## src/rtl/dte_pkg.sv

```systemverilog
// Constants, codes and carrier types of the dataflow token engine
package dte_pkg;
	localparam int NS = 4;
	localparam int NE = 2;
	localparam int DW = 8;
	localparam logic [2:0] EXT_SEL = 3'h4;
	// --------------------------------
	// Register byte offsets
	// --------------------------------
	localparam logic [4:0] A_STORE = 5'h00;
	localparam logic [4:0] A_PE    = 5'h04;
	localparam logic [4:0] A_HALT  = 5'h08;
	localparam logic [4:0] A_STAT  = 5'h0C;
	localparam logic [4:0] A_DATA  = 5'h10;
	// --------------------------------
	// Field positions
	// --------------------------------
	localparam int SC_DATA = 0;
	localparam int SC_IDX  = 8;
	localparam int SC_INIT = 10;
	localparam int SC_LOAD = 11;
	localparam int SC_SIZE = 12;
	localparam int PC_PE   = 0;
	localparam int PC_OP   = 1;
	localparam int PC_A    = 4;
	localparam int PC_B    = 7;
	localparam int PC_O    = 10;
	localparam int PC_ER   = 12;
	localparam int PC_EN   = 13;
	localparam int PC_T    = 16;
	localparam int ST_SEXC = 4;
	localparam int ST_ACT  = 12;
	localparam int ST_PEXC = 14;
	localparam int ST_DONE = 18;
	// --------------------------------
	// Codes and reset values
	// --------------------------------
	localparam logic [1:0] SX_NONE = 2'h0;
	localparam logic [1:0] SX_SIZE = 2'h1;
	localparam logic [1:0] SX_WR   = 2'h2;
	localparam logic [1:0] SX_ER   = 2'h3;
	localparam logic [1:0] PX_NONE = 2'h0;
	localparam logic [1:0] PX_FLOW = 2'h1;
	localparam logic [1:0] PX_OVF  = 2'h2;
	localparam logic [1:0] PX_UNDEF = 2'h3;
	localparam logic [2:0] OP_PASS = 3'h0;
	localparam logic [2:0] OP_ADD  = 3'h1;
	localparam logic [2:0] OP_SUB  = 3'h2;
	localparam logic [2:0] OP_AND  = 3'h3;
	localparam logic [2:0] OP_XOR  = 3'h4;
	localparam logic [2:0] OP_JUMP = 3'h7;
	localparam logic [3:0] SIZE_RST = 4'h8;
	localparam logic [DW-1:0] DATA_RST = 8'h00;

	typedef enum logic [2:0] {
		ST_IDLE = 3'h1,
		ST_RUN  = 3'h2,
		ST_WR   = 3'h4
	} dte_pe_st_t;

	typedef struct packed {
		logic       en;
		logic [2:0] op;
		logic [2:0] a;
		logic [2:0] b;
		logic [1:0] o;
		logic       er;
		logic [3:0] t;
	} dte_pe_cfg_t;

	typedef struct packed {
		dte_pe_st_t  st;
		dte_pe_cfg_t cfg;
		logic [3:0]  cnt;
		logic [DW:0] res;
		logic [1:0]  exc;
	} dte_pe_t;

	typedef struct packed {
		logic        read;
		logic        write;
		logic [4:0]  address;
		logic [31:0] writedata;
	} dte_av_req_t;

	typedef struct packed {
		logic        waitrequest;
		logic [31:0] readdata;
	} dte_av_rsp_t;

	typedef struct packed {
		logic [NS-1:0]         fill;
		logic [NS-1:0][DW-1:0] data;
		logic [NS-1:0][3:0]    size;
		logic [NS-1:0][1:0]    sexc;
		dte_pe_t [NE-1:0]      pe;
		logic                  halt;
		logic                  done;
		logic [DW:0]           ext1;
		logic [DW:0]           ext2;
		dte_av_rsp_t           rsp;
	} dte_state_t;
endpackage

```

## src/rtl/dte_engine.sv

```systemverilog
// Dataflow token engine: token stores, elements, switch and register slave
// How it works
// - Element fires only when all inputs full
// - Element accesses: read, read-erase, write only
// - Result written only into empty output store
// - Write to full store stalls until empty
// - Done when no element active or fireable
// - Elements run concurrently and independently
// - Execution starts once stores are loaded
// - Stores indexed 0 to NS-1
// - Store command: init clears, set loads attributes
// - Store switch side: fill flag plus data
// - Store reports fill state and exception code
// - Elements indexed 0 to NE-1
// - Element command: opcode plus port/cost/time attributes
// - Element ports see fill flag plus data
// - Element reports active state and exception code
// - Active from consume until done processing
// - Switch routes any store to any element
// - Switch has internal, external and processing ports
// - Connector passes fill flag and data across
// - Store exception codes 00/01/10/11
// - Element exception codes 00/01/10/11
module dte_engine (
	input  wire logic          sys_clk,
	input  wire logic          rst_n,
	input  dte_pkg::dte_av_req_t av_req,
	output dte_pkg::dte_av_rsp_t av_rsp,
	input  wire logic          ext_fill,
	input  wire logic [7:0]    ext_data,
	output logic               done
);
	import dte_pkg::*;

	dte_state_t s;
	dte_state_t next_s;
	logic [NE-1:0] ina_full;
	logic [NE-1:0] fire;
	logic [NE-1:0] unary;

	assign av_rsp = s.rsp;
	assign done   = s.done;

	// --------------------------------
	// Switch connectors: store or external port to element port
	// --------------------------------
	function automatic logic sel_fill(input dte_state_t c, input logic [2:0] i);
		sel_fill = (i == EXT_SEL) ? c.ext2[DW] : (i < EXT_SEL) && c.fill[i[1:0]];
	endfunction
	function automatic logic [DW-1:0] sel_data(input dte_state_t c, input logic [2:0] i);
		sel_data = (i == EXT_SEL) ? c.ext2[DW-1:0] : c.data[i[1:0]];
	endfunction

	always_comb begin
		logic [NS-1:0] er_claim;
		logic [NS-1:0] wr_claim;
		logic [NE-1:0] act;
		logic          fire_any;
		logic [DW-1:0] va;
		logic [DW-1:0] vb;
		logic [2:0]    ia;
		logic [2:0]    ib;
		logic [1:0]    io;
		logic [NS-1:0] need;
		logic [31:0]   w;
		next_s   = s;
		er_claim = '0;
		wr_claim = '0;
		act      = '0;
		fire_any = 1'b0;
		va       = '0;
		vb       = '0;
		ia       = '0;
		ib       = '0;
		io       = '0;
		need     = '0;
		w        = av_req.writedata;
		ina_full = '0;
		fire     = '0;
		unary    = '0;
		next_s.ext1 = {ext_fill, ext_data};
		next_s.ext2 = s.ext1;
		// --------------------------------
		// Elements, each on its own state
		// --------------------------------
		for (int i = 0; i < NE; i++) begin
			ia = s.pe[i].cfg.a;
			ib = s.pe[i].cfg.b;
			io = s.pe[i].cfg.o;
			va = sel_data(s, ia);
			vb = sel_data(s, ib);
			unary[i] = (s.pe[i].cfg.op == OP_PASS) || (s.pe[i].cfg.op == OP_JUMP);
			ina_full[i] = sel_fill(s, ia) && (unary[i] || sel_fill(s, ib));
			case (s.pe[i].st)
				ST_IDLE: begin
					if (s.pe[i].cfg.en && !s.halt && s.pe[i].exc == PX_NONE
							&& ina_full[i]) begin
						fire_any = 1'b1;
						need = '0;
						if (s.pe[i].cfg.er && ia < EXT_SEL)
							need[ia[1:0]] = 1'b1;
						if (s.pe[i].cfg.er && !unary[i] && ib < EXT_SEL)
							need[ib[1:0]] = 1'b1;
						if ((need & er_claim) != '0) begin
							for (int k = 0; k < NS; k++) begin
								if (need[k] && er_claim[k])
									next_s.sexc[k] = SX_ER;
							end
						end else begin
							fire[i] = 1'b1;
							er_claim = er_claim | need;
							next_s.fill = next_s.fill & ~need;
							next_s.pe[i].st = ST_RUN;
							next_s.pe[i].cnt = s.pe[i].cfg.t;
							next_s.pe[i].exc = PX_NONE;
							case (s.pe[i].cfg.op)
								OP_PASS: next_s.pe[i].res = {1'b0, va};
								OP_ADD: begin
									next_s.pe[i].res = {1'b0, va} + {1'b0, vb};
									if (next_s.pe[i].res[DW])
										next_s.pe[i].exc = PX_OVF;
								end
								OP_SUB: begin
									next_s.pe[i].res = {1'b0, va} - {1'b0, vb};
									if (va < vb)
										next_s.pe[i].exc = PX_OVF;
								end
								OP_AND: next_s.pe[i].res = {1'b0, va & vb};
								OP_XOR: next_s.pe[i].res = {1'b0, va ^ vb};
								OP_JUMP: begin
									next_s.pe[i].res = {1'b0, va};
									next_s.pe[i].exc = PX_FLOW;
								end
								default: begin
									next_s.pe[i].res = '0;
									next_s.pe[i].exc = PX_UNDEF;
								end
							endcase
						end
					end
				end
				ST_RUN: begin
					if (s.pe[i].cnt != 4'h0)
						next_s.pe[i].cnt = s.pe[i].cnt - 4'h1;
					else if (s.pe[i].exc != PX_NONE)
						next_s.pe[i].st = ST_IDLE;
					else
						next_s.pe[i].st = ST_WR;
				end
				ST_WR: begin
					if (!s.fill[io] && !wr_claim[io]) begin
						wr_claim[io] = 1'b1;
						next_s.pe[i].st = ST_IDLE;
						if ((s.pe[i].res[DW-1:0] >> s.size[io]) != '0)
							next_s.sexc[io] = SX_SIZE;
						else begin
							next_s.fill[io] = 1'b1;
							next_s.data[io] = s.pe[i].res[DW-1:0];
						end
					end
				end
				default: next_s.pe[i].st = ST_IDLE;
			endcase
			act[i] = next_s.pe[i].st != ST_IDLE;
		end
		next_s.done = (act == '0) && !fire_any;
		// --------------------------------
		// Avalon-MM slave, one wait cycle
		// --------------------------------
		next_s.rsp.waitrequest = 1'b1;
		if ((av_req.read || av_req.write) && s.rsp.waitrequest) begin
			next_s.rsp.waitrequest = 1'b0;
			next_s.rsp.readdata = '0;
			if (av_req.write) begin
				case (av_req.address)
					A_STORE: begin
						io = w[SC_IDX +: 2];
						if (w[SC_INIT]) begin
							next_s.fill[io] = 1'b0;
							next_s.sexc[io] = SX_NONE;
							next_s.size[io] = w[SC_SIZE +: 4];
						end
						if (w[SC_LOAD]) begin
							if (next_s.fill[io])
								next_s.sexc[io] = SX_WR;
							else begin
								next_s.fill[io] = 1'b1;
								next_s.data[io] = w[SC_DATA +: DW];
							end
						end
					end
					A_PE: begin
						next_s.pe[w[PC_PE]].cfg = {w[PC_EN], w[PC_OP +: 3], w[PC_A +: 3],
							w[PC_B +: 3], w[PC_O +: 2], w[PC_ER], w[PC_T +: 4]};
						next_s.pe[w[PC_PE]].exc = PX_NONE;
						next_s.pe[w[PC_PE]].st = ST_IDLE;
					end
					A_HALT: next_s.halt = w[0];
					default: next_s.halt = s.halt;
				endcase
			end else begin
				case (av_req.address)
					A_STAT: begin
						next_s.rsp.readdata[NS-1:0] = s.fill;
						next_s.rsp.readdata[ST_SEXC +: 2*NS] = s.sexc;
						for (int i = 0; i < NE; i++) begin
							next_s.rsp.readdata[ST_ACT + i] = s.pe[i].st != ST_IDLE;
							next_s.rsp.readdata[ST_PEXC + 2*i +: 2] = s.pe[i].exc;
						end
						next_s.rsp.readdata[ST_DONE] = s.done;
					end
					A_DATA: next_s.rsp.readdata = s.data;
					A_HALT: next_s.rsp.readdata[0] = s.halt;
					default: next_s.rsp.readdata = '0;
				endcase
			end
		end
	end

	always_ff @(posedge sys_clk or negedge rst_n) begin
		if (!rst_n) begin
			s <= '0;
			for (int k = 0; k < NS; k++) begin
				s.size[k] <= SIZE_RST;
				s.data[k] <= DATA_RST;
			end
			for (int i = 0; i < NE; i++)
				s.pe[i].st <= ST_IDLE;
			s.rsp.waitrequest <= 1'b1;
		end else
			s <= next_s;
	end
endmodule

```

## config.mk

```make
export PLATFORM = sky130hd
export DESIGN_NAME = dte_engine
export DESIGN_NICKNAME = d
export VERILOG_FILES = /design/src/rtl/dte_pkg.sv /design/src/rtl/dte_engine.sv
export SDC_FILE = /design/constraint.sdc
export NUM_CORES = 1
export LEC_CHECK = 0
export BUFFER_PORTS_ARGS = -buffer_cell sky130_fd_sc_hd__buf_2
export CAP_MARGIN = 10
export CORE_MARGIN = 10
export CORE_UTILIZATION = 62
export DETAILED_ROUTE_END_ITERATION = 16
export GPL_TIMING_DRIVEN = 0
export PLACE_DENSITY_LB_ADDON = 0.3
export SETUP_SLACK_MARGIN = 0.15
export SLEW_MARGIN = 20
export SYNTH_ARGS = -nofsm -noshare
export SYNTH_HDL_FRONTEND = slang
export SYNTH_SLANG_ARGS = --single-unit
```

## constraint.sdc

```tcl
create_clock -name sys_clk -period 4.5 [get_ports sys_clk]
set_input_delay 0.225 -clock sys_clk [delete_from_list [all_inputs] [get_ports sys_clk]]
set_output_delay 0.225 -clock sys_clk [all_outputs]
set_load 0.01 [all_outputs]
```

==> After elaboration in Yosys (flattened, before gate mapping) <==
Index checks and enable logic that the tools add are counted.
{ "classes": {"shifts": 2, "muxes": 170, "div": 0, "add_sub_neg": 6, "n_reduce_logical": 67, "multipliers": 0, "bitwise": 27, "order_cmp": 22, "n_eq_ne": 29} }
{ "op_table": {"columns": ["operator", "n"], "rows": [
  ["$mux W131", 2],
  ["$mux W36", 6],
  ["$bwmux W70", 3],
  ["$mux W8", 18],
  ["$mux W32", 4],
  ["$mux W4", 28],
  ["$demux W35 S1", 3],
  ["$bwmux W32", 3],
  ["$mux W24", 4],
  ["$pmux W9 S5", 2],
  ["$mux W70", 1],
  ["$bmux W8 S2", 4],
  ["$mux W60", 1],
  ["$demux W8 S2", 3],
  ["$mux W15", 3],
  ["$mux W11", 4],
  ["$pmux W18 S2", 1],
  ["$mux W35", 1],
  ["$logic_and A1 B1 Y1", 34],
  ["$mux W33", 1],
  ["$or A4 B4 Y4", 8],
  ["$pmux W4 S2", 4],
  ["$eq A3 B3 Y1 const B", 10],
  ["$and A4 B4 Y4", 7],
  ["47 further kinds", 168]
]} }
{ "word_totals": {"memories": 0, "out_inout_bits": 34, "inputBits": 50, "latch_bits": 0, "rom_bits": 0, "regBits": 183, "ram_bits": 0} }

==> Logic depth before layout (Yosys ltp) <==
{ "logic_depth": {"depth_word": 33, "mapped_depth": 17, "mapped_depth_nobuf": 16} }

==> Least setup slack after synthesis <==
Ideal clock, no wire load.
{ "synth_timing": {"kind": "register to register", "from": "register with a tool-made name", "to": "register s[89] in the netlist's numbering", "setup_slack_ns": 0.943, "n_path_buf": 2, "arrival_time_ns": 3.439, "path_stages_with_launch": 15, "synth_period_minus_slack_ns": 3.557, "required_ns": 4.381, "setup_ns": 0.119, "cell_sequence": "dfrtp_1 clkbuf_1 clkbuf_1 mux4_2 ha_1 fa_1 nand2b_1 a21oi_1 o21ai_0 a21oi_1 o21ai_0 a21oi_1 o31ai_1 a21oi_1 o21a_1"} }
{ "synth_lines": {"columns": ["item", "line_no", "text"], "rows": [
  ["to (signal assigned)", "dte_engine.sv:231", "s <= next_s;"],
  ["to (decl)", "dte_engine.sv:35", "dte_state_t s;"]
]} }

==> flow_summary.json <==
{
  "worstMarginPinSlew_ns": 1.16,
  "io_pins": 84,
  "path_clk_slew_ns": 0.07,
  "fin_crit_sh_pct": 94.4,
  "die_w_um": 162,
  "routabilityCongestion": 1.00,
  "dp_worst_setup_slack_ns": 0.233,
  "drc": 0,
  "initial_core_util_pct": 63.6,
  "path_buf_inv": 3,
  "core_region_area_um2": 19700,
  "cts.sinks": 181,
  "cts-root-buf": "clkbuf_16",
  "cp_max_fo": 10,
  "reg2reg_slack_ns": 0.25,
  "place_hpwl_um": 30800,
  "synthArstFlopShare_pct": 100,
  "end_kind": "flip-flop",
  "rows": 51,
  "antenna_found_initial": 1,
  "drt_iter0_markers": 1407,
  "outcome": "completed",
  "cp.required_ns": 4.86,
  "finalNetCount": 1554,
  "tritoncts": "yes",
  "yosysSeqAreaShare_pct": 36.3,
  "synth_seq_cells": 181,
  "die_h_um": 162,
  "grt_pass1_wl_um": 63300,
  "numCtsBuffers": 17,
  "path_class": "reg2reg",
  "cp.arrival_ns": 4.60,
  "drive_above_1_share_pct": 20.0,
  "path_cells": "buf_2 > nor3_1 > nor4_1 > o2bb2a_1 > a2111oi_1 > o21ba_2 > buf_2 > clkbuf_1 > o211ai_1 > o21ai_0",
  "clock_latency_ns": 0.44,
  "synth.distinct_cells": 90,
  "rsz0062_at_grt": "yes",
  "finalPower_mw": 5.50,
  "crit_top_cell": "buf_2",
  "drt_first_pass_iters": 6,
  "htreeDepth": 4,
  "place_area_um2": 13200,
  "io_buffers": 68,
  "ir_drop_mv": 0.235,
  "grt_max_degree": 65,
  "hp-class": "in2reg",
  "fmax_ghz": 0.235,
  "synth.area.top_cells": "dfrtp_1 (35%), mux4_2 (7.0%), nand2_1 (6.1%)",
  "worstSetupStartpointType": "flip-flop",
  "fin_skew_ns": 0.0132,
  "finalSetupTns_ns": 0,
  "vias": 11751,
  "synth_area_leader_cell": "dfrtp_1",
  "cts_setup_buffers": 0,
  "synthFlopType": "dfrtp_1",
  "fin_ws_ns": 0.251,
  "yosysWarnings": 0,
  "grtUsageTotal_pct": 31.1,
  "wl_per_cell_um": 23.7,
  "clk_path_buf_depth": 2,
  "netlist_area_um2": 12500,
  "syn_avg_cell_area_um2": 9.16,
  "leakage_nw": 6.10,
  "hold_viol": 0,
  "synth_edf_count": 0,
  "critPathMaxStageDelay_ns": 0.63,
  "power_density_nw_per_um2": 394,
  "holdCritStartpoint": "av_req[15]",
  "grt-ovfl-total": 0,
  "synth.top_cell.area_share_pct": 34.8,
  "fin_crit_ns": 4.25,
  "drv_cap": 0,
  "max-slew-margin-rel_pct": 22.4,
  "report.final.slew_viol_count": 0,
  "grt_pass1_vias": 11168,
  "area_delta_synth_final_pct": 11.6,
  "fin_util_pct": 70.9,
  "cp_top_family": "compound AO/OA/AOI/OAI gates",
  "setup_viol": 0,
  "die_area_um2": 26200,
  "nFillCells": 1547,
  "vias_per_cell": 6.73,
  "ant_nets": 0,
  "postSynthCellCount": 1365,
  "crit_slowest_cell": "clkbuf_1",
  "stdcell_area_um2": 13900,
  "drt_wl_total_um": 41400,
  "syn_nets": 1453
}
logic make-up (layout without fill, tap and decap cells):
kind of cell,after synthesis,after routing,synth area share [%]
simple gates,465,465,17.4
compound gates,357,357,19.0
flops,181,181,36.3
buf+inv,168,282,6.33
mux,145,145,16.2
fa+ha+maj,38,38,4.04
xor+xnor,11,11,0.771
other cells,0,2,0
tightest hold or removal path: stages:
cell and delay [ns]:
buf_2 0.12, nand2_1 0.05, nand2_1 0.04
final timing paths:
check | to | depth (start not counted)
worst max-delay path | flip-flop | 10
worst min-delay path | s[138]$_DFFE_PN1P_ | 3
worst max register to register | flip-flop | 10
worst min register to register | s[38]$_DFF_PN0_ | 0
max in group asynchronous | s[85]$_DFF_PN1_ | 3
min in group asynchronous | av_rsp[4]$_DFFE_PN0P_ | 2
layer usage:
layer	vias to the layer above	share of wire [%]	GRT usage, %
met3	219	11	7.08
met2	806	45	48.6
met1	5600	37	38.7
met5	-	0	0
met4	0	6.9	18.6
li1	5126	-	-
synthesized netlist by cell type, types with 6 or more instances:
cell	number
or2_2	6
o21ai_0	117
mux2_2	65
nand3_1	18
nor3_1	25
inv_1	55
a22o_1	14
nand4_1	10
and3_1	8
nand2_1	203
a21boi_0	6
a31oi_1	7
buf_1	12
nand2b_1	25
a211oi_1	8
o21bai_1	9
nor3b_1	10
xnor2_1	7
ha_1	34
mux4_2	39
o211ai_1	20
dfrtp_1	174
nor2_1	97
a21oi_1	70
nor2b_1	16
dfstp_2	7
mux2i_1	36
buf_4	37
a22oi_1	23
clkbuf_1	52
or3_1	11
and2_1	7
o22ai_1	6
buf_2	10
layout by cell type, fill, tap and decap left out, types with 6 or more instances in the layout:
master and count:
buf_2 78, dfstp_2 7, or3_1 11, dfrtp_1 174
and3_1 8, mux2i_1 36, clkbuf_16 17, a22o_1 14
clkbuf_2 7, or2_2 6, o21bai_1 9, a211oi_1 8
and2_1 7, clkbuf_1 48, nand4_1 10, o21ai_0 116
nand2_1 203, nor2b_1 16, mux2_2 65, nand2b_1 25
a22oi_1 23, buf_1 10, xnor2_1 7, nor3b_1 10
o211ai_1 20, o22ai_1 6, a31oi_1 7, a21boi_0 6
ha_1 34, a21oi_1 70, mux4_2 39, dlygate4sd3_1 11
inv_1 55, nand3_1 18, buf_4 37, nor2_1 97
nor3_1 25
through the flow:
stage	instances	hold slack, ns
2_1_floorplan	1365	-0.0706
3_5_place_dp	1701	0.195
6_report	1746	0.00211
4_1_cts	1744	0.00456
5_1_grt	1745	0.0129
3_3_place_gp	1698	0.332
repair_timing:
action                     CTS  global route
hold endpoints to repair    71             0
setup endpoints to repair    0             5
hold buffers                11             0
resized for setup            0            12
final cells by class:
| type | instances | area [um^2] | share of cell area [%] |
|---|---|---|---|
| diodes | 2 | 5.00 | 0.0359 |
| plain buffers | 113 | 592 | 4.24 |
| clock buffers | 18 | 439 | 3.15 |
| clock inverters | 14 | 136 | 0.978 |
| inverters | 55 | 206 | 1.48 |
| multi-input cells | 1016 | 7170 | 51.5 |
| flip-flops and latches | 181 | 4540 | 32.5 |
| well taps | 265 | 332 | 2.38 |
| repair buffers | 82 | 520 | 3.73 |
where the power goes:
group          switching [mW]  total, mW  internal [mW]
combinational            1.18       1.97          0.790
sequential              0.263       2.03           1.77
clock                   0.738       1.49          0.750
No activity file was read; power rests on OpenSTA's default activity.
